==> config.mk <==
export PLATFORM = sky130hd
export DESIGN_NAME = motion_wake_sleep_detector
export DESIGN_NICKNAME = d
export VERILOG_FILES = /design/src/shared/motion_pkg.sv /design/src/logic/rate_strobe_pick.sv /design/src/logic/debounce_engine.sv /design/src/logic/motion_wake_sleep_detector.sv
export SDC_FILE = /design/constraint.sdc
export NUM_CORES = 1
export LEC_CHECK = 0
export BUFFER_PORTS_ARGS = -buffer_cell sky130_fd_sc_hd__buf_2
export CAP_MARGIN = 10
export CORE_UTILIZATION = 54
export CTS_CLUSTER_SIZE = 30
export DETAILED_ROUTE_END_ITERATION = 16
export PLACE_DENSITY = 0.78
export SYNTH_ARGS = -nofsm -noshare
export SYNTH_HDL_FRONTEND = slang
export SYNTH_HIERARCHICAL = 1
export SYNTH_SLANG_ARGS = --single-unit
==> constraint.sdc <==
create_clock -name pclk -period 7.6 [get_ports pclk]
set_input_delay 0.38 -clock pclk [delete_from_list [all_inputs] [get_ports pclk]]
set_output_delay 0.38 -clock pclk [all_outputs]
set_load 0.02 [all_outputs]
==> src/shared/motion_pkg.sv <==
// Shared constants for the motion wake and sleep detector
package motion_pkg;
    // ==========================================================
    // Widths
    localparam int SAMPLE_W = 16;
    localparam int THRESH_W = 12;
    localparam int COUNT_W = 8;
    localparam int RATE_SEL_W = 3;
    localparam int DIFF_W = SAMPLE_W + 1;
    // ==========================================================
    // Threshold scale, counts per g
    localparam int COUNTS_PER_G = 256;
    // Shift taking a sample of SAMPLE_W bits to 256 counts per g
    localparam int SCALE_SHIFT = 4;
    // ==========================================================
    // Register offsets (byte addresses)
    localparam logic [7:0] CONTROL_REG_THREE_OFS = 8'h00;
    localparam logic [7:0] CONTROL_REG_FOUR_OFS = 8'h04;
    localparam logic [7:0] WAKE_THRESHOLD_OFS = 8'h08;
    localparam logic [7:0] SLEEP_THRESHOLD_OFS = 8'h0C;
    localparam logic [7:0] WAKE_COUNT_OFS = 8'h10;
    localparam logic [7:0] SLEEP_COUNT_OFS = 8'h14;
    localparam logic [7:0] STATE_OFS = 8'h18;
    localparam logic [7:0] IRQ_STATUS_OFS = 8'h1C;
    localparam logic [7:0] IRQ_MASK_OFS = 8'h20;
    // ==========================================================
    // Field positions and reset values
    localparam int RATE_SEL_LSB = 0;
    localparam int IRQ_MOTION_BIT = 0;
    localparam int IRQ_NO_MOTION_BIT = 1;
    localparam int IRQ_W = 2;
    localparam logic [RATE_SEL_W-1:0] RATE_SEL_RESET = 3'h0;
    localparam logic [THRESH_W-1:0] THRESH_RESET = 12'h000;
    localparam logic [COUNT_W-1:0] COUNT_RESET = 8'h00;
    localparam logic [IRQ_W-1:0] IRQ_MASK_RESET = 2'h0;
    localparam logic [31:0] UNMAPPED_READ = 32'h0000_0000;
    // ==========================================================
    // Engine states, Gray coded along idle -> count -> idle
    typedef enum logic [1:0] {
        EVAL_IDLE = 2'b00,
        EVAL_COUNT = 2'b01
    } eval_state_e;
endpackage

==> src/logic/rate_strobe_pick.sv <==
// Picks one sample-rate strobe from a set by a select field
`timescale 1ns/1ns
`default_nettype none
module rate_strobe_pick #(
    parameter int RATES = 8
) (
    input wire logic [RATES-1:0] rate_strobes,
    input wire logic [motion_pkg::RATE_SEL_W-1:0] rate_sel,
    output logic strobe
);
    import motion_pkg::*;
    assign strobe = rate_strobes[rate_sel];
endmodule
`default_nettype wire

==> src/logic/debounce_engine.sv <==
// Reference-latched debounce counter for one direction of change
`timescale 1ns/1ns
`default_nettype none
module debounce_engine (
    input wire logic pclk,
    input wire logic presetn,
    input wire logic enable,
    input wire logic strobe,
    input wire logic want_above,
    input wire logic [motion_pkg::SAMPLE_W-1:0] sample_x,
    input wire logic [motion_pkg::SAMPLE_W-1:0] sample_y,
    input wire logic [motion_pkg::SAMPLE_W-1:0] sample_z,
    input wire logic [motion_pkg::SAMPLE_W-1:0] prev_x,
    input wire logic [motion_pkg::SAMPLE_W-1:0] prev_y,
    input wire logic [motion_pkg::SAMPLE_W-1:0] prev_z,
    input wire logic [motion_pkg::THRESH_W-1:0] threshold,
    input wire logic [motion_pkg::COUNT_W-1:0] count_target,
    output logic done
);
    import motion_pkg::*;

    eval_state_e state_q;
    logic [COUNT_W-1:0] count_q;
    logic [SAMPLE_W-1:0] ref_x_q, ref_y_q, ref_z_q;
    logic hit;

    // ==========================================================
    // Magnitude of a difference, scaled to 256 counts per g
    function automatic logic [DIFF_W-1:0] mag(
        input logic [SAMPLE_W-1:0] a,
        input logic [SAMPLE_W-1:0] b
    );
        logic signed [DIFF_W-1:0] d;
        d = DIFF_W'(signed'(a)) - DIFF_W'(signed'(b));
        if (d < 0) begin
            d = -d;
        end
        return DIFF_W'(d) >> SCALE_SHIFT;
    endfunction

    function automatic logic over(
        input logic [DIFF_W-1:0] m,
        input logic [THRESH_W-1:0] t
    );
        return m > DIFF_W'(t);
    endfunction

    // ==========================================================
    // Compare against previous sample when idle, reference when counting
    logic [SAMPLE_W-1:0] bx, by, bz;
    logic any_over, any_under;
    always_comb begin
        bx = (state_q == EVAL_COUNT) ? ref_x_q : prev_x;
        by = (state_q == EVAL_COUNT) ? ref_y_q : prev_y;
        bz = (state_q == EVAL_COUNT) ? ref_z_q : prev_z;
        any_over = over(mag(sample_x, bx), threshold) |
                   over(mag(sample_y, by), threshold) |
                   over(mag(sample_z, bz), threshold);
        // Below means every axis at or under the sleep level
        any_under = !any_over;
        hit = want_above ? any_over : any_under;
    end

    // ==========================================================
    // Count one unit per selected-rate strobe
    always_ff @(posedge pclk or negedge presetn) begin
        if (!presetn) begin
            state_q <= EVAL_IDLE;
            count_q <= COUNT_RESET;
            ref_x_q <= '0;
            ref_y_q <= '0;
            ref_z_q <= '0;
            done <= 1'b0;
        end else begin
            done <= 1'b0;
            if (!enable) begin
                state_q <= EVAL_IDLE;
                count_q <= COUNT_RESET;
            end else if (strobe) begin
                case (state_q)
                    EVAL_IDLE: begin
                        if (hit) begin
                            ref_x_q <= prev_x;
                            ref_y_q <= prev_y;
                            ref_z_q <= prev_z;
                            count_q <= COUNT_RESET;
                            if (count_target == COUNT_RESET) begin
                                done <= 1'b1;
                            end else begin
                                state_q <= EVAL_COUNT;
                            end
                        end
                    end
                    EVAL_COUNT: begin
                        if (!hit) begin
                            state_q <= EVAL_IDLE;
                        end else if (count_q + 8'h01 >= count_target) begin
                            done <= 1'b1;
                            state_q <= EVAL_IDLE;
                        end else begin
                            count_q <= count_q + 8'h01;
                        end
                    end
                    default: begin
                        state_q <= EVAL_IDLE;
                    end
                endcase
            end
        end
    end
endmodule
`default_nettype wire

==> src/logic/motion_wake_sleep_detector.sv <==
// Motion wake and back-to-sleep detector with APB registers
`timescale 1ns/1ns
`default_nettype none
// Operation
// - Inactive becomes active when any axis difference exceeds the wake threshold.
// - Active becomes inactive when the difference falls below the sleep threshold.
// - Both thresholds are read at 256 counts per g.
// - Detection ignores measurement range and resolution settings.
// - Each debounce count is an 8-bit unsigned software value.
// - A wake count unit is one period of the rate picked in control reg three.
// - A sleep count unit is one period of the rate picked in control reg four.
// - While inactive each sample is differenced with the previous sample.
// - A difference above the wake threshold starts the wake count.
// - During a count the difference is taken against the latched reference.
// - A wake count kept above threshold to its end gives motion and active.
// - A drop below the wake threshold aborts the count, staying inactive.
// - While active a difference below sleep threshold starts the sleep count.
// - A sleep count kept below threshold to its end gives no-motion.
// - A rise above the sleep threshold halts the count, staying active.
module motion_wake_sleep_detector #(
    parameter int RATES = 8
) (
    input wire logic pclk,
    input wire logic presetn,
    input wire logic psel,
    input wire logic penable,
    input wire logic pwrite,
    input wire logic [7:0] paddr,
    input wire logic [31:0] pwdata,
    output logic [31:0] prdata,
    output logic pready,
    output logic pslverr,
    input wire logic sample_valid,
    input wire logic [motion_pkg::SAMPLE_W-1:0] sample_x,
    input wire logic [motion_pkg::SAMPLE_W-1:0] sample_y,
    input wire logic [motion_pkg::SAMPLE_W-1:0] sample_z,
    input wire logic [RATES-1:0] rate_strobes,
    output logic active,
    output logic motion_event,
    output logic no_motion_event,
    output logic irq
);
    import motion_pkg::*;

    // ==========================================================
    // Registers
    logic [RATE_SEL_W-1:0] wake_rate_select_q, sleep_rate_select_q;
    logic [THRESH_W-1:0] wake_threshold_q, sleep_threshold_q;
    logic [COUNT_W-1:0] wake_debounce_count_q, sleep_debounce_count_q;
    logic [IRQ_W-1:0] irq_status_q, irq_mask_q;
    logic active_q;
    logic [SAMPLE_W-1:0] prev_x_q, prev_y_q, prev_z_q;

    logic wr_en, rd_en;
    logic wake_strobe_raw, sleep_strobe_raw;
    logic wake_strobe, sleep_strobe;
    logic wake_done, sleep_done;
    logic [IRQ_W-1:0] irq_set;

    assign pready = 1'b1;
    assign pslverr = 1'b0;
    assign wr_en = psel & penable & pwrite;
    assign rd_en = psel & penable & !pwrite;

    // ==========================================================
    // Configuration writes
    always_ff @(posedge pclk or negedge presetn) begin
        if (!presetn) begin
            wake_rate_select_q <= RATE_SEL_RESET;
            sleep_rate_select_q <= RATE_SEL_RESET;
            wake_threshold_q <= THRESH_RESET;
            sleep_threshold_q <= THRESH_RESET;
            wake_debounce_count_q <= COUNT_RESET;
            sleep_debounce_count_q <= COUNT_RESET;
            irq_mask_q <= IRQ_MASK_RESET;
        end else if (wr_en) begin
            case (paddr)
                CONTROL_REG_THREE_OFS: begin
                    wake_rate_select_q <=
                        pwdata[RATE_SEL_LSB +: RATE_SEL_W];
                end
                CONTROL_REG_FOUR_OFS: begin
                    sleep_rate_select_q <=
                        pwdata[RATE_SEL_LSB +: RATE_SEL_W];
                end
                WAKE_THRESHOLD_OFS: begin
                    wake_threshold_q <= pwdata[THRESH_W-1:0];
                end
                SLEEP_THRESHOLD_OFS: begin
                    sleep_threshold_q <= pwdata[THRESH_W-1:0];
                end
                WAKE_COUNT_OFS: begin
                    wake_debounce_count_q <= pwdata[COUNT_W-1:0];
                end
                SLEEP_COUNT_OFS: begin
                    sleep_debounce_count_q <= pwdata[COUNT_W-1:0];
                end
                IRQ_MASK_OFS: begin
                    irq_mask_q <= pwdata[IRQ_W-1:0];
                end
                default: begin
                end
            endcase
        end
    end

    // ==========================================================
    // Read mux; unmapped addresses read zero
    always_ff @(posedge pclk or negedge presetn) begin
        if (!presetn) begin
            prdata <= UNMAPPED_READ;
        end else if (psel & !penable & !pwrite) begin
            case (paddr)
                CONTROL_REG_THREE_OFS: prdata <= 32'(wake_rate_select_q);
                CONTROL_REG_FOUR_OFS: prdata <= 32'(sleep_rate_select_q);
                WAKE_THRESHOLD_OFS: prdata <= 32'(wake_threshold_q);
                SLEEP_THRESHOLD_OFS: prdata <= 32'(sleep_threshold_q);
                WAKE_COUNT_OFS: prdata <= 32'(wake_debounce_count_q);
                SLEEP_COUNT_OFS: prdata <= 32'(sleep_debounce_count_q);
                STATE_OFS: prdata <= 32'(active_q);
                IRQ_STATUS_OFS: prdata <= 32'(irq_status_q);
                IRQ_MASK_OFS: prdata <= 32'(irq_mask_q);
                default: prdata <= UNMAPPED_READ;
            endcase
        end
    end

    // ==========================================================
    // Rate strobes, gated by a fresh sample
    rate_strobe_pick #(.RATES(RATES)) u_wake_pick (
        .rate_strobes(rate_strobes),
        .rate_sel(wake_rate_select_q),
        .strobe(wake_strobe_raw)
    );
    rate_strobe_pick #(.RATES(RATES)) u_sleep_pick (
        .rate_strobes(rate_strobes),
        .rate_sel(sleep_rate_select_q),
        .strobe(sleep_strobe_raw)
    );
    assign wake_strobe = wake_strobe_raw & sample_valid;
    assign sleep_strobe = sleep_strobe_raw & sample_valid;

    // ==========================================================
    // Previous sample; samples arrive already range-normalised
    always_ff @(posedge pclk or negedge presetn) begin
        if (!presetn) begin
            prev_x_q <= '0;
            prev_y_q <= '0;
            prev_z_q <= '0;
        end else if (sample_valid) begin
            prev_x_q <= sample_x;
            prev_y_q <= sample_y;
            prev_z_q <= sample_z;
        end
    end

    // ==========================================================
    // Engines; only one runs, chosen by current state
    debounce_engine u_wake (
        .pclk(pclk),
        .presetn(presetn),
        .enable(!active_q),
        .strobe(wake_strobe),
        .want_above(1'b1),
        .sample_x(sample_x),
        .sample_y(sample_y),
        .sample_z(sample_z),
        .prev_x(prev_x_q),
        .prev_y(prev_y_q),
        .prev_z(prev_z_q),
        .threshold(wake_threshold_q),
        .count_target(wake_debounce_count_q),
        .done(wake_done)
    );
    debounce_engine u_sleep (
        .pclk(pclk),
        .presetn(presetn),
        .enable(active_q),
        .strobe(sleep_strobe),
        .want_above(1'b0),
        .sample_x(sample_x),
        .sample_y(sample_y),
        .sample_z(sample_z),
        .prev_x(prev_x_q),
        .prev_y(prev_y_q),
        .prev_z(prev_z_q),
        .threshold(sleep_threshold_q),
        .count_target(sleep_debounce_count_q),
        .done(sleep_done)
    );

    // ==========================================================
    // Activity state
    always_ff @(posedge pclk or negedge presetn) begin
        if (!presetn) begin
            active_q <= 1'b0;
        end else if (!active_q && wake_done) begin
            active_q <= 1'b1;
        end else if (active_q && sleep_done) begin
            active_q <= 1'b0;
        end
    end

    // ==========================================================
    // Event pulses and sticky status; set wins over read clear
    assign irq_set = {active_q & sleep_done, !active_q & wake_done};
    always_ff @(posedge pclk or negedge presetn) begin
        if (!presetn) begin
            motion_event <= 1'b0;
            no_motion_event <= 1'b0;
            irq_status_q <= '0;
        end else begin
            motion_event <= irq_set[IRQ_MOTION_BIT];
            no_motion_event <= irq_set[IRQ_NO_MOTION_BIT];
            // Clear only what the setup cycle captured, so late sets survive
            if (rd_en && paddr == IRQ_STATUS_OFS) begin
                irq_status_q <= (irq_status_q & ~prdata[IRQ_W-1:0]) |
                                irq_set;
            end else begin
                irq_status_q <= irq_status_q | irq_set;
            end
        end
    end

    assign active = active_q;
    assign irq = |(irq_status_q & irq_mask_q);
endmodule
`default_nettype wire

# Word level (Yosys, flattened, before mapping)
# Index checks and enable logic that the tools add are counted.
# W data, S select, Z words.
# word_totals
word_cells	187
out_inout_bits	38
in_bits	102
regBits	251
# op_classes
n_eq_ne	22
n_reduce_logical	28
order_cmp	16
n_bitwise	20
addsub	14
muxes	60
# op_table
op	count
$pmux W12 S9	1
$lt A17 B1 Y1 const B	6
$mux W17	6
$neg A17 Y17	6
$sub A16 B16 Y17	6
$mux W16	6
$mux W8	10
$gt A13 B12 Y1	6
$eq A8 B5 Y1 const B	4
$pmux W8 S2	2
$mux W2	13
$logic_not A8 Y1	3
$ne A3 B3 Y1 const B	6
$add A8 B1 Y8 const B	2
$eq A8 B4 Y1 const B	2
$ge A8 B8 Y1	2
$mux W1	16
$reduce_and A4 Y1	4
$reduce_and A2 Y1	7
$reduce_and A5 Y1	2
$and A1 B1 Y1	9
$eq A8 B3 Y1 const B	1
$eq A8 B6 Y1 const B	1
$lt A3 B4 Y1 const B	2
other kinds (20)	37

# Logic depth before layout (Yosys ltp)
# Gate-level depths: netlist of the first run.
# logic_depth
word_depth	12
mapped_depth	28
ltp_nobuf	24

# By module
# Netlist of the first run, hierarchy kept.
# by_module_without_submodules
module	cells_each	area_per_inst_um2	seq_area_each_um2	n_inst
debounce_engine (u_wake)	868	7543.5	1451.4	1
debounce_engine (u_sleep)	865	7533.5	1451.4	1
motion_wake_sleep_detector	360	4969.8	2827.7	1
rate_strobe_pick	3	63.8	0.0	2

# Worst setup path after synthesis of the first run
# OpenSTA, ideal clock, no wires.
# synth_path
path_type	flip-flop to flip-flop
from	register u_sleep.state_q[0]
to	register u_sleep.ref_x_q[10]
slack_ns	1.007
period_less_slack_ns	6.593
t_required_ns	7.473
stages_incl_launch_ff	26
arrival_time_ns	6.465
setup_ns	0.127
path_buffers	5
cell_sequence	dfrtp_1 -> clkbuf_1 -> buf_1 -> buf_1 -> mux2i_1 -> ha_1 -> a21o_1 -> or3_1 -> a211oi_1 -> nand4_1 -> nor2_1 -> and2_1 -> a21oi_1 -> xnor2_1 -> ha_1 -> and4_1 -> a2111oi_0 -> nand2_1 -> o211a_1 -> a2111o_1 -> a41oi_1 -> nand3_1 -> a211oi_4 -> buf_6 -> buf_6 -> mux2_1
# synth_via
elab_chain_cells	10
word_cells_on_any_way	24
classes_between	add/sub (6); order compare (6); eq/ne (1); mux (6); bitwise (3); reduce/logical (2)
# synth_lines
item	line	rtl
start: declaration	debounce_engine.sv:22	eval_state_e state_q;
start signal: assignment	debounce_engine.sv:68	state_q <= EVAL_IDLE;
start signal: assignment	debounce_engine.sv:77	state_q <= EVAL_IDLE;
start signal: assignment	debounce_engine.sv:90	state_q <= EVAL_COUNT;
$eq A2 B1 Y1	debounce_engine.sv:53, debounce_engine.sv:54, debounce_engine.sv:55	
$mux W16, on equally long branches	debounce_engine.sv:53, debounce_engine.sv:54	
$sub A16 B16 Y17	debounce_engine.sv:34	d = DIFF_W'(signed'(a)) - DIFF_W'(signed'(b));
$neg A17 Y17 or $lt A17 B1 Y1 (tied branches)	debounce_engine.sv:36, debounce_engine.sv:35	
$mux W17	debounce_engine.sv:35	if (d < 0) begin
$gt A13 B12 Y1	debounce_engine.sv:45	return m > DIFF_W'(t);
$or A1 B1 Y1	debounce_engine.sv:56	any_over = over(mag(sample_x, bx), threshold) |
$or A1 B1 Y1	debounce_engine.sv:57	over(mag(sample_y, by), threshold) |
$not A1 Y1 (no line)	-	
$reduce_and A4 Y1 (no line) *	-	
end signal: assignment	debounce_engine.sv:83	ref_x_q <= prev_x;
end: declaration	debounce_engine.sv:24	logic [SAMPLE_W-1:0] ref_x_q, ref_y_q, ref_z_q;
# Mark *: on every way between the ends. The rest lies on a longest branch, timed or not.
# A chain may end at the register's enable or synchronous reset.

# Worst setup path in the final report of the first run
# layout_path
from	register u_sleep.state_q[0]
to	register u_sleep.ref_y_q[11]
# layout_via
elab_chain_cells	10
word_cells_on_any_way	24
classes_between	add/sub (6); order compare (6); eq/ne (1); mux (6); bitwise (3); reduce/logical (2)
# layout_lines
item	line	rtl
$eq A2 B1 Y1	debounce_engine.sv:53, debounce_engine.sv:54, debounce_engine.sv:55	
$mux W16, on equally long branches	debounce_engine.sv:53, debounce_engine.sv:54	
$sub A16 B16 Y17	debounce_engine.sv:34	
$neg A17 Y17 or $lt A17 B1 Y1 (tied branches)	debounce_engine.sv:36, debounce_engine.sv:35	
$mux W17	debounce_engine.sv:35	
$gt A13 B12 Y1	debounce_engine.sv:45	
$or A1 B1 Y1	debounce_engine.sv:56	
$or A1 B1 Y1	debounce_engine.sv:57	
$not A1 Y1 (no line)	-	
$reduce_and A4 Y1 (no line) *	-	
end signal: assignment	debounce_engine.sv:84	ref_y_q <= prev_y;
end: declaration	debounce_engine.sv:24	
# Marks and branches as above.

==> flow_results.xml, run 1 <==
<?xml version="1.0" encoding="UTF-8"?>
<metrics>
  <group name="global_routing">
    <metric name="first_global_vias" unit="">16100</metric>
    <metric name="grtUsageTotal" unit="%">26.6</metric>
    <metric name="pin_count_of_the_biggest_net_entering_global_routing" unit="">84</metric>
    <metric name="overflow" unit="">0</metric>
    <metric name="number_of_antenna_violations_at_the_first_check_in_global_routing" unit="">0</metric>
    <metric name="global_route_wire_length_before_repair" unit="mm">82.4</metric>
  </group>
  <group name="min_path">
    <metric name="timing.hold.worst.class" unit="">in -&gt; reg</metric>
    <metric name="worstHoldStart" unit="">pwdata[10]</metric>
  </group>
  <group name="power_and_ir_drop">
    <metric name="vdd_drop_max" unit="mV">0.184</metric>
    <metric name="switching_power" unit="mW">1.91</metric>
    <metric name="p_comb_share" unit="%">43.0</metric>
    <metric name="power.density_cell_area" unit="nW/um^2">241</metric>
    <metric name="swShare" unit="%">36.2</metric>
    <metric name="clock_power_share" unit="%">24.9</metric>
    <metric name="static-leakage-power" unit="nW">9.56</metric>
    <metric name="p_seq_share" unit="%">32.1</metric>
    <metric name="internal-power" unit="mW">3.37</metric>
  </group>
  <group name="clocking">
    <metric name="cts.htree.levels" unit="">1</metric>
    <metric name="insertion_delay" unit="ns">0.56</metric>
    <metric name="clock_transition_time_at_the_flip_flop_clock_pins_of_the_worst_setup_and_hold_paths" unit="ns">0.06</metric>
    <metric name="cts_root_buf" unit="">clkbuf_16</metric>
    <metric name="cts_sinks" unit="">229</metric>
    <metric name="numCtsBuffers" unit="">26</metric>
    <metric name="cts_post_setup_buffers_inserted" unit="">0</metric>
    <metric name="tritoncts" unit="">done</metric>
    <metric name="cts.path.max_buffers" unit="">3</metric>
  </group>
  <group name="floorplanning">
    <metric name="design.core.area" unit="sq um">36700</metric>
    <metric name="die_height" unit="um">195</metric>
    <metric name="die_area" unit="sq um">38100</metric>
    <metric name="io-pin-count" unit="">140</metric>
    <metric name="initial_core_util" unit="%">55.0</metric>
    <metric name="die_width" unit="um">195</metric>
    <metric name="rows" unit="">70</metric>
  </group>
  <group name="critical_path">
    <metric name="critical_path.max_stage_delay" unit="ns">0.65</metric>
    <metric name="capturing_element_type_of_the_critical_path" unit="">flip-flop</metric>
    <metric name="criticalPathCategory" unit="">reg -&gt; reg</metric>
    <metric name="combined_buffer_and_inverter_count_along_the_critical_path" unit="">3</metric>
    <metric name="cp_top_family" unit="">compound AO/OA/AOI/OAI gates</metric>
    <metric name="setup.worst_path.start_class" unit="">flip-flop</metric>
    <metric name="critical_path_required" unit="ns">8.03</metric>
    <metric name="arr_time_crit_path" unit="ns">7.62</metric>
    <metric name="cp_cell_sequence" unit="">buf_4, mux2i_1, inv_1, fa_1, nand2b_1, a21oi_1, xor2_1, a211oi_1, nand4_1, nor2_1, and2_1, a21oi_1, xnor2_1, ha_1, and4_1, a2111oi_0, nand2_1, o211a_1, a2111o_1, a41oi_1, nand3_1, a211oi_4, buf_12, mux2_2</metric>
    <metric name="rr_startpoint" unit="">u_sleep/state_q[0]</metric>
    <metric name="crit_path_top_delay_cell" unit="">dfrtp_4</metric>
    <metric name="setup.worst_path.start" unit="">u_sleep/state_q[0]</metric>
    <metric name="cpMostUsedCell" unit="">a21oi_1</metric>
    <metric name="crit_path_max_fanout" unit="">25</metric>
  </group>
  <group name="sta">
    <metric name="fmaxAchievable" unit="MHz">139</metric>
    <metric name="setup_total_negative_slack" unit="ns">0</metric>
    <metric name="final_max_slew_viol_count" unit="">0</metric>
    <metric name="slew-limit-headroom" unit="%">29.2</metric>
    <metric name="worstMarginPinSlew" unit="ns">1.06</metric>
    <metric name="fin_skew" unit="ns">0.0192</metric>
    <metric name="hold_viol_final" unit="">0</metric>
    <metric name="final_min_period_over_clock_period" unit="%">94.7</metric>
    <metric name="unrepaired_setup_endpoints_after_global_routing" unit="">no</metric>
    <metric name="period_needed" unit="ns">7.20</metric>
    <metric name="final-setup-viol-count" unit="">0</metric>
  </group>
  <group name="placement">
    <metric name="place.port_buffers" unit="">97</metric>
    <metric name="estimated_wirelength_of_the_detail_placed_design" unit="mm">39.6</metric>
    <metric name="placed_area" unit="sq um">21100</metric>
    <metric name="placedCellCount" unit="">2633</metric>
    <metric name="place_congestion" unit="">0.933</metric>
  </group>
  <group name="final_layout">
    <metric name="num_antenna_cells" unit="">0</metric>
    <metric name="post-route-cell-area" unit="sq um">22000</metric>
    <metric name="final_instance_count_without_filler_cells" unit="">2681</metric>
    <metric name="drive_gt1_share" unit="%">17.8</metric>
    <metric name="area.growth.synth_to_final" unit="%">8.97</metric>
    <metric name="fin_nets" unit="">2488</metric>
  </group>
  <group name="outcome">
    <metric name="run_status" unit="">finished clean</metric>
  </group>
  <group name="route">
    <metric name="postRouteAntennaNets" unit="">0</metric>
    <metric name="post-route-drc-count" unit="">0</metric>
    <metric name="route.detailed.vias_per_inst" unit="">6.20</metric>
    <metric name="vias" unit="">16600</metric>
    <metric name="dr.first_iter.drc_count" unit="">1219</metric>
    <metric name="routed_wirelength" unit="mm">51.0</metric>
    <metric name="detailedRoute.firstPassIterationCount" unit="">6</metric>
    <metric name="post_drt_wl_per_cell" unit="um">19.0</metric>
  </group>
  <group name="synth">
    <metric name="number_of_enable_type_register_cells_in_the_synthesized_netlist" unit="">0</metric>
    <metric name="netlist_instances" unit="">2099</metric>
    <metric name="synth.yosys.seq_area_share" unit="%">28.4</metric>
    <metric name="synth_area_per_cell" unit="sq um">9.61</metric>
    <metric name="ys_ff_latch" unit="">229</metric>
    <metric name="ys.warnings.count" unit="">6</metric>
    <metric name="ys_types" unit="">112</metric>
    <metric name="syn_area" unit="sq um">20200</metric>
    <metric name="synth_top_area_share" unit="%">28.4</metric>
    <metric name="synthFlopType" unit="">dfrtp_1</metric>
    <metric name="synth_area_leaders" unit="">dfrtp_1 28%, ha_1 12%, mux2_2 8.9%</metric>
    <metric name="yosys.area.top_type" unit="">dfrtp_1</metric>
    <metric name="async_flop_share" unit="%">100</metric>
  </group>
  <group name="run">
    <metric name="max_cap_viol_count" unit="">0</metric>
  </group>
</metrics>
==> power groups by stage <==
| stage | Clock [mW] | Sequential (mW) | Combinational, mW |
|---|---|---|---|
| after floorplan | 0 | 1.66 | 1.76 |
| after global placement | 0 | 1.70 | 2.15 |
| after detailed placement | 0 | 1.72 | 2.24 |
| after CTS | 1.35 | 1.70 | 2.25 |
| after global routing | 1.40 | 1.74 | 2.52 |
| final | 1.32 | 1.70 | 2.27 |
==> sequential cells by signal, summed over array words and instances, names as in the netlist, 12 cells and up <==
signal and flops:
u_wake/ref_x_q 16, sleep_threshold_q 12, u_sleep/ref_x_q 16, u_wake/ref_z_q 16, prev_z_q 16, prdata 12, prev_x_q 16, wake_threshold_q 12
u_wake/ref_y_q 16, u_sleep/ref_y_q 16, prev_y_q 16, u_sleep/ref_z_q 16
==> path summary, 6_finish.rpt <==
kind | endpoint | slack (ns) | cells past startpoint
worst max-delay path | u_sleep/ref_y_q[11] | 0.40 | 24
worst min-delay path | sleep_threshold_q[10] | 0.09 | 2
worst max register to register | u_sleep/ref_y_q[11] | 0.40 | 24
worst min register to register | u_wake/ref_z_q[4] | 0.48 | 1
max in group asynchronous | u_wake/state_q[0] | 5.76 | 3
min in group asynchronous | no_motion_event | 0.39 | 2
==> cell usage in the layout, fill, tap and decap left out, drive strengths merged, types with 18 or more instances in the layout <==
cell,count
clkbuf,39
dfrtp,229
nor2,138
buf,116
nand2b,30
nor3,42
nand4,18
xor2,41
o21a,25
a22oi,21
a211oi,28
or2,20
conb,30
nor2b,28
and3,21
or3,22
o21ai,90
a21oi,108
o211ai,22
ha,186
nand2,119
and2,30
mux2i,103
a21o,51
inv,91
xnor2,75
nand3,48
mux2,202
==> final cells by class <==
type,instances,area [sq um]
fill,3141,14700
multi-input combinational,1729,13700
sequential,229,5740
clock buffer,39,779
timing repair buffer,117,673
tap,468,586
inverter,91,342
clock inverter,8,133
==> cell usage after synthesis, types with 12 or more instances <==
library cell	instances
and3_1	21
dfrtp_1	229
mux2i_1	103
buf_1	13
a22oi_1	21
nor2_1	136
a31oi_1	12
a211oi_1	24
clkbuf_1	24
mux2_4	20
nor2b_1	28
nand2b_1	30
mux2_1	23
a22o_1	17
nand2_1	117
a21oi_1	108
a21o_1	51
nand4_1	18
mux2_2	159
inv_1	91
o211ai_1	22
ha_1	186
or3_1	21
o211a_1	12
o21a_1	24
buf_4	29
nand3_1	47
xor2_1	41
and2_1	30
o21ai_0	85
nor3_1	38
or2_2	18
xnor2_1	75
nor4_1	12
==> layer usage <==
metal	wire length (um)	global-route usage [%]	up-vias
li1	-	-	7990
met1	23100	36.0	8083
met2	23800	44.3	451
met3	2290	2.99	102
met4	1730	8.89	0
met5	0	0	-
==> repair_timing <==
action,4_1_cts,5_1_grt
resized for setup,0,1
hold endpoints to repair,81,0
hold buffers,1,0
setup endpoints to repair,0,48
==> per-stage QoR <==
stage	setup WS, ns	hold WS, ns	power (mW)	util [%]
CTS	0.365	0.0580	5.31	59.9
finish	0.404	0.0940	5.29	59.9
detailed placement	0.416	0.410	3.96	57.4
floorplan	1.01	0.0844	3.42	-
global route	0.0533	0.0724	5.66	59.9
global placement	0.624	0.407	3.84	57.4
==> cells by family (layout without fill, tap and decap cells) <==
kind of cell             count (synthesis)  after routing  share of synthesized area (%)
XOR/XNOR                               116            116                           5.04
adder cells (fa/ha/maj)                192            192                           12.1
buffers and inverters                  169            255                           4.03
flip-flops                             229            229                           28.4
other                                    2             30                         0.0372
AO/OA/AOI/OAI                          501            501                           17.5
multiplexers                           310            310                           17.4
AND/OR/NAND/NOR                        580            580                           15.5
(Power assumes the default switching activity.)
==> inputs of run 2 (changes only) <==
- PLACE_DENSITY: 0.78 -> unset
- PLACE_DENSITY_LB_ADDON: unset -> 0.1
==> run 2 against run 1 <==
  * Sequential power is essentially flat
  * Utilization is 0.099 points higher
  * Worst setup slack worse by 0.044 ns
  * Critical path type unchanged
  * Largest cell class unchanged
  * Highest routed layer unchanged
==> flow_results.xml, run 2 (synthesis gave the netlist of run 1 again) <==
<?xml version="1.0" encoding="UTF-8"?>
<metrics>
  <group name="final_layout">
    <metric name="post-route-cell-area" unit="sq um">22000</metric>
    <metric name="num_antenna_cells" unit="">0</metric>
    <metric name="final_core_util" unit="%">60.0</metric>
    <metric name="fin_nets" unit="">2489</metric>
    <metric name="layout.cells.most_common" unit="">dfrtp_1</metric>
    <metric name="layout.cells.most_common_list" unit="">227 x dfrtp_1, 186 x ha_1, 159 x mux2_2, 136 x nor2_1, 117 x nand2_1</metric>
    <metric name="area.growth.synth_to_final" unit="%">9.15</metric>
    <metric name="drive_gt1_share" unit="%">17.9</metric>
  </group>
  <group name="global_routing">
    <metric name="overflow" unit="">0</metric>
    <metric name="number_of_antenna_violations_at_the_first_check_in_global_routing" unit="">0</metric>
    <metric name="most_congested_layer_reported_by_global_routing" unit="">met2</metric>
    <metric name="groute.layer.met3.usage" unit="%">3.18</metric>
    <metric name="groute.layer.met2.usage" unit="%">44.8</metric>
    <metric name="pin_count_of_the_biggest_net_entering_global_routing" unit="">142</metric>
    <metric name="global_route_wire_length_before_repair" unit="mm">82.3</metric>
    <metric name="first_global_vias" unit="">15400</metric>
    <metric name="grtUsageTotal" unit="%">26.9</metric>
    <metric name="globalRouteMet1Util" unit="%">36.9</metric>
  </group>
  <group name="min_path">
    <metric name="worstHoldStart" unit="">pwdata[11]</metric>
    <metric name="timing.hold.worst.class" unit="">in -&gt; reg</metric>
  </group>
  <group name="route">
    <metric name="post-route-drc-count" unit="">0</metric>
    <metric name="detailedRoute.firstPassIterationCount" unit="">5</metric>
    <metric name="vias" unit="">16400</metric>
    <metric name="dr.first_iter.drc_count" unit="">874</metric>
    <metric name="postRouteAntennaNets" unit="">0</metric>
    <metric name="route.detailed.vias_per_inst" unit="">6.11</metric>
    <metric name="routed_wirelength" unit="mm">51.8</metric>
    <metric name="post_drt_wl_per_cell" unit="um">19.3</metric>
  </group>
  <group name="power_and_ir_drop">
    <metric name="clock_power_share" unit="%">25.0</metric>
    <metric name="p_comb_share" unit="%">42.9</metric>
    <metric name="power.density_cell_area" unit="nW/um^2">240</metric>
    <metric name="switching_power" unit="mW">1.91</metric>
    <metric name="p_seq_share" unit="%">32.1</metric>
    <metric name="static-leakage-power" unit="nW">9.58</metric>
    <metric name="internal-power" unit="mW">3.37</metric>
    <metric name="vdd_drop_max" unit="mV">0.175</metric>
    <metric name="swShare" unit="%">36.2</metric>
  </group>
  <group name="sta">
    <metric name="setup_total_negative_slack" unit="ns">0</metric>
    <metric name="unrepaired_setup_endpoints_after_global_routing" unit="">no</metric>
    <metric name="final-setup-viol-count" unit="">0</metric>
    <metric name="hold_viol_final" unit="">0</metric>
    <metric name="fmaxAchievable" unit="MHz">138</metric>
    <metric name="slew-limit-headroom" unit="%">25.0</metric>
    <metric name="period_needed" unit="ns">7.24</metric>
    <metric name="final_max_slew_viol_count" unit="">0</metric>
    <metric name="hold_slack" unit="ns">0.0650</metric>
    <metric name="fin_skew" unit="ns">0.0221</metric>
    <metric name="worstMarginPinSlew" unit="ns">1.12</metric>
    <metric name="final_min_period_over_clock_period" unit="%">95.3</metric>
  </group>
  <group name="placement">
    <metric name="estimated_wirelength_of_the_detail_placed_design" unit="mm">39.4</metric>
    <metric name="place_congestion" unit="">0.892</metric>
    <metric name="placed_area" unit="sq um">21100</metric>
    <metric name="place.port_buffers" unit="">97</metric>
  </group>
  <group name="floorplanning">
    <metric name="design.core.area" unit="sq um">36700</metric>
    <metric name="die_area" unit="sq um">38100</metric>
    <metric name="die_width" unit="um">195</metric>
    <metric name="die_height" unit="um">195</metric>
    <metric name="rows" unit="">70</metric>
    <metric name="io-pin-count" unit="">140</metric>
    <metric name="initial_core_util" unit="%">55.0</metric>
  </group>
  <group name="critical_path">
    <metric name="rr_startpoint" unit="">u_sleep/state_q[0]</metric>
    <metric name="critical_path_required" unit="ns">8.04</metric>
    <metric name="arr_time_crit_path" unit="ns">7.68</metric>
    <metric name="setup.worst_path.start" unit="">u_sleep/state_q[0]</metric>
    <metric name="setup.worst_path.start_class" unit="">flip-flop</metric>
    <metric name="capturing_element_type_of_the_critical_path" unit="">flip-flop</metric>
    <metric name="crit_path_max_fanout" unit="">27</metric>
    <metric name="criticalPathCategory" unit="">reg -&gt; reg</metric>
  </group>
  <group name="outcome">
    <metric name="run_status" unit="">finished clean</metric>
  </group>
  <group name="clocking">
    <metric name="cts.htree.levels" unit="">1</metric>
    <metric name="numCtsBuffers" unit="">27</metric>
    <metric name="tritoncts" unit="">done</metric>
    <metric name="cts_hold_buffers" unit="">1</metric>
    <metric name="cts.path.max_buffers" unit="">3</metric>
    <metric name="cts_sinks" unit="">229</metric>
    <metric name="clock_transition_time_at_the_flip_flop_clock_pins_of_the_worst_setup_and_hold_paths" unit="ns">0.06</metric>
    <metric name="insertion_delay" unit="ns">0.58</metric>
    <metric name="cts_root_buf" unit="">clkbuf_16</metric>
    <metric name="cts_post_setup_buffers_inserted" unit="">0</metric>
    <metric name="post_cts.resized_instances" unit="">0</metric>
  </group>
  <group name="run">
    <metric name="max_cap_viol_count" unit="">0</metric>
  </group>
</metrics>
==> run 2: cell count changes in the layout (fill, tap and decap cells not counted), sizes merged <==
cell	previous run	this run
clkinvlp	1	0
bufinv	3	2
clkbuf	39	40
inv	91	93
==> run 2: final timing paths <==
| check | end | slack (ns) | depth (start not counted) |
|---|---|---|---|
| hold / removal | sleep_threshold_q[11] | 0.06 | 2 |
| hold reg to reg | prdata[9] | 0.48 | 2 |
| setup / recovery | u_sleep/ref_y_q[12] | 0.36 | 24 |
| setup reg to reg | u_sleep/ref_y_q[12] | 0.36 | 24 |
| max in group asynchronous | u_sleep/ref_y_q[7] | 6.01 | 3 |
| min in group asynchronous | motion_event | 0.36 | 2 |
==> run 2: cell type report <==
class / count / area, sq um
clock buffers: 40 / 805
clock inverters: 8 / 109
fillers: 3184 / 14700
inverters: 91 / 342
multi-input cells: 1729 / 13700
flip-flops and latches: 229 / 5730
well taps: 468 / 586
repair buffers: 117 / 711
==> run 2: critical path, stage by stage, from the launching register on <==
cell and delay, ns:
dfrtp_2 0.68, buf_4 0.39, mux2i_1 0.34, ha_1 0.36, a211oi_1 0.42, nand2b_1 0.15
o22ai_1 0.23, xor2_1 0.25, nand4_1 0.17, nor2_1 0.17, and2_1 0.18, a21oi_1 0.09
xnor2_1 0.15, ha_1 0.29, and4_1 0.23, a2111oi_0 0.53, nand2_1 0.13, o211a_1 0.24
a2111o_1 0.39, a41oi_1 0.26, buf_4 0.20, nand3_1 0.18, a211oi_4 0.42, buf_12 0.24
mux2_1 0.35
==> run 2: metrics by stage <==
step	power (mW)	setup WS (ns)	cells
after floorplan	3.42	1.01	2127
after global placement	3.87	0.687	2633
after detailed placement	3.95	0.604	2633
after CTS	5.31	0.516	2682
after global routing	5.66	0.0290	2682
final	5.28	0.360	2682
==> run 2: power by group through the flow <==
| stage | logic [mW] | clock network, mW | registers [mW] |
|---|---|---|---|
| floorplan | 1.76 | 0 | 1.66 |
| global placement | 2.17 | 0 | 1.70 |
| detailed placement | 2.24 | 0 | 1.71 |
| CTS | 2.25 | 1.36 | 1.69 |
| global route | 2.53 | 1.40 | 1.73 |
| finish | 2.26 | 1.32 | 1.70 |
==> run 2: metal layers <==
metal	wire length (um)	vias up
met4	1380	0
met3	2060	73
met1	24200	7983
li1	-	8002
met2	24100	316
met5	0	-
==> inputs of run 3 (changes only) <==
- clock period: 7.6 -> 6.7 ns (I/O delays scaled with it)
==> run 3 against run 2 <==
  * Critical path depth shrank 1
  * Die area is the same
  * Clock power grew 11%
  * Total power grew 15%
  * Final cell count grew 1.8%
  * Clock-buffer cell count is the same
  * Sequential cell count is the same
  * Worst setup slack lost 0.10 ns
  * Non-clock buffer count grew 45
  * Largest cell class unchanged
  * Highest routed layer unchanged
==> flow_results.xml, run 3 (synthesis gave the netlist of run 1 again) <==
<?xml version="1.0" encoding="UTF-8"?>
<metrics>
  <group name="route">
    <metric name="postRouteAntennaNets" unit="">0</metric>
    <metric name="routed_wirelength" unit="mm">52.4</metric>
    <metric name="detailedRoute.firstPassIterationCount" unit="">5</metric>
    <metric name="post-route-drc-count" unit="">0</metric>
    <metric name="dr.first_iter.drc_count" unit="">964</metric>
    <metric name="vias" unit="">16600</metric>
    <metric name="post_drt_wl_per_cell" unit="um">19.2</metric>
    <metric name="route.detailed.vias_per_inst" unit="">6.08</metric>
  </group>
  <group name="global_routing">
    <metric name="first_global_vias" unit="">16300</metric>
    <metric name="grtUsageTotal" unit="%">27.4</metric>
    <metric name="groute.layer.met3.usage" unit="%">3.75</metric>
    <metric name="number_of_antenna_violations_at_the_first_check_in_global_routing" unit="">1</metric>
    <metric name="overflow" unit="">0</metric>
    <metric name="groute.layer.met2.usage" unit="%">45.8</metric>
    <metric name="global_route_wire_length_before_repair" unit="mm">84.7</metric>
    <metric name="globalRouteMet1Util" unit="%">36.8</metric>
    <metric name="most_congested_layer_reported_by_global_routing" unit="">met2</metric>
    <metric name="pin_count_of_the_biggest_net_entering_global_routing" unit="">138</metric>
  </group>
  <group name="final_layout">
    <metric name="final_core_util" unit="%">61.3</metric>
    <metric name="drive_gt1_share" unit="%">20.2</metric>
    <metric name="layout.cells.most_common_list" unit="">227 x dfrtp_1, 186 x ha_1, 159 x mux2_2, 136 x nor2_1, 117 x nand2_1</metric>
    <metric name="fin_nets" unit="">2534</metric>
    <metric name="layout.cells.most_common" unit="">dfrtp_1</metric>
    <metric name="final_instance_count_without_filler_cells" unit="">2729</metric>
    <metric name="area.growth.synth_to_final" unit="%">11.6</metric>
  </group>
  <group name="sta">
    <metric name="final_max_slew_viol_count" unit="">0</metric>
    <metric name="slew-limit-headroom" unit="%">20.7</metric>
    <metric name="setup_total_negative_slack" unit="ns">0</metric>
    <metric name="final-setup-viol-count" unit="">0</metric>
    <metric name="fmaxAchievable" unit="MHz">155</metric>
    <metric name="fin_skew" unit="ns">0.0137</metric>
    <metric name="hold_slack" unit="ns">0.0369</metric>
    <metric name="period_needed" unit="ns">6.44</metric>
    <metric name="hold_viol_final" unit="">0</metric>
    <metric name="worstMarginPinSlew" unit="ns">1.18</metric>
    <metric name="final_min_period_over_clock_period" unit="%">96.1</metric>
  </group>
  <group name="critical_path">
    <metric name="setup.worst_path.start_class" unit="">flip-flop</metric>
    <metric name="cp_top_family" unit="">compound AO/OA/AOI/OAI gates</metric>
    <metric name="cell_count_of_the_worst_reg_to_reg_path" unit="">23</metric>
    <metric name="regToRegSetupSlack" unit="ns">0.26</metric>
    <metric name="critical_path_required" unit="ns">7.14</metric>
    <metric name="crit_path_max_fanout" unit="">22</metric>
    <metric name="critical_path.max_stage_delay" unit="ns">0.55</metric>
    <metric name="setup.worst_path.start" unit="">u_wake/state_q[0]</metric>
    <metric name="cp_cell_sequence" unit="">buf_12, mux2_2, ha_1, fa_1, xnor2_1, or4_1, a221o_1, nor4_4, nand3_2, nand2_1, xnor2_1, ha_1, nand2_1, nor2_1, a2111oi_0, o21ai_0, o21ai_1, o211a_1, o41ai_4, o21a_2, o2111a_2, buf_12, mux2_1</metric>
    <metric name="criticalPathCategory" unit="">reg -&gt; reg</metric>
    <metric name="rr_startpoint" unit="">u_wake/state_q[0]</metric>
    <metric name="crit-reg2reg-capture" unit="">u_wake/ref_z_q[4]</metric>
    <metric name="arr_time_crit_path" unit="ns">6.88</metric>
    <metric name="combined_buffer_and_inverter_count_along_the_critical_path" unit="">2</metric>
    <metric name="capturing_element_type_of_the_critical_path" unit="">flip-flop</metric>
    <metric name="crit_path_top_delay_cell" unit="">or4_1</metric>
  </group>
  <group name="floorplanning">
    <metric name="die_height" unit="um">195</metric>
    <metric name="die_width" unit="um">195</metric>
    <metric name="die_area" unit="sq um">38100</metric>
    <metric name="rows" unit="">70</metric>
    <metric name="design.core.area" unit="sq um">36700</metric>
    <metric name="io-pin-count" unit="">140</metric>
    <metric name="initial_core_util" unit="%">55.0</metric>
  </group>
  <group name="power_and_ir_drop">
    <metric name="vdd_drop_max" unit="mV">0.275</metric>
    <metric name="swShare" unit="%">36.4</metric>
    <metric name="p_seq_share" unit="%">31.7</metric>
    <metric name="p_comb_share" unit="%">44.1</metric>
    <metric name="switching_power" unit="mW">2.21</metric>
    <metric name="internal-power" unit="mW">3.87</metric>
    <metric name="power.density_cell_area" unit="nW/um^2">270</metric>
    <metric name="static-leakage-power" unit="nW">9.84</metric>
    <metric name="clock_power_share" unit="%">24.1</metric>
  </group>
  <group name="placement">
    <metric name="estimated_wirelength_of_the_detail_placed_design" unit="mm">40.0</metric>
    <metric name="place_congestion" unit="">0.926</metric>
    <metric name="placedCellCount" unit="">2660</metric>
    <metric name="place.port_buffers" unit="">97</metric>
  </group>
  <group name="min_path">
    <metric name="hold_path_depth" unit="">2</metric>
    <metric name="worstHoldStart" unit="">pwdata[10]</metric>
    <metric name="timing.hold.worst.class" unit="">in -&gt; reg</metric>
    <metric name="min_delay_worst_endpoint" unit="">wake_threshold_q[10]</metric>
  </group>
  <group name="clocking">
    <metric name="cts.path.max_buffers" unit="">3</metric>
    <metric name="cts_root_buf" unit="">clkbuf_16</metric>
    <metric name="tritoncts" unit="">done</metric>
    <metric name="insertion_delay" unit="ns">0.57</metric>
    <metric name="clock_transition_time_at_the_flip_flop_clock_pins_of_the_worst_setup_and_hold_paths" unit="ns">0.06</metric>
    <metric name="cts.htree.levels" unit="">1</metric>
    <metric name="cts_sinks" unit="">229</metric>
    <metric name="numCtsBuffers" unit="">27</metric>
  </group>
  <group name="run">
    <metric name="max_cap_viol_count" unit="">0</metric>
  </group>
  <group name="outcome">
    <metric name="run_status" unit="">finished clean</metric>
  </group>
</metrics>
[run 3: changes by cell type in the layout (fill, tap and decap cells not counted), moves of 2 or more]
cell / previous run / this run
a2111oi_0: 6 / 3
buf_12: 5 / 8
buf_4: 14 / 53
a2111oi_2: 1 / 3
a211oi_1: 24 / 21
clkinv_2: 4 / 6
a211oi_2: 3 / 5
[run 3: worst max-delay path by stage]
stage / slack [ns] / depth (start not counted) / end
after global routing: -0.01 / 27 / u_sleep/ref_z_q[8]
after global placement: 0.20 / 24 / u_sleep/ref_y_q[2]
after floorplan: 0.11 / 25 / u_sleep/ref_x_q[10]
after detailed placement: 0.06 / 23 / u_sleep/ref_y_q[2]
final: 0.26 / 23 / u_wake/ref_z_q[4]
after CTS: 0.03 / 24 / u_sleep/ref_y_q[2]
[run 3: final cells by class]
cell class	count	area [sq um]
fill	3093	14200
multi-input combinational	1729	13800
sequential	229	5730
timing repair buffer	162	1110
clock buffer	40	815
tap	468	586
inverter	91	342
clock inverter	9	87.6
antenna	1	2.50
[run 3: routing by layer]
layer | vias to the layer above | share of wire, %
met5 | - | 0
met4 | 0 | 3.0
met3 | 86 | 4.1
met2 | 361 | 47
met1 | 8071 | 46
li1 | 8086 | -
[run 3: through the flow]
step	setup slack [ns]	instance area (sq um)	power (mW)
2_1_floorplan	0.107	20300	3.88
3_3_place_gp	0.199	21300	4.44
3_5_place_dp	0.0558	21300	4.54
4_1_cts	0.0292	22300	6.05
5_1_grt	-0.0106	22500	6.51
6_report	0.260	22500	6.08
[run 3: power groups by stage]
| stage | clock network, mW | logic (mW) | registers, mW |
|---|---|---|---|
| final | 1.47 | 2.68 | 1.93 |
| after global routing | 1.56 | 2.98 | 1.97 |
| after CTS | 1.51 | 2.61 | 1.93 |
| after detailed placement | 0 | 2.59 | 1.94 |
| after global placement | 0 | 2.51 | 1.93 |
| after floorplan | 0 | 2.00 | 1.88 |
[run 3: repair_timing]
action                     CTS  global route
hold endpoints to repair    94             0
pin swaps                    1            10
hold buffers                 2             0
cloned                       0             1
setup endpoints to repair    5           105
resized for setup            1            20
setup buffers                1            15
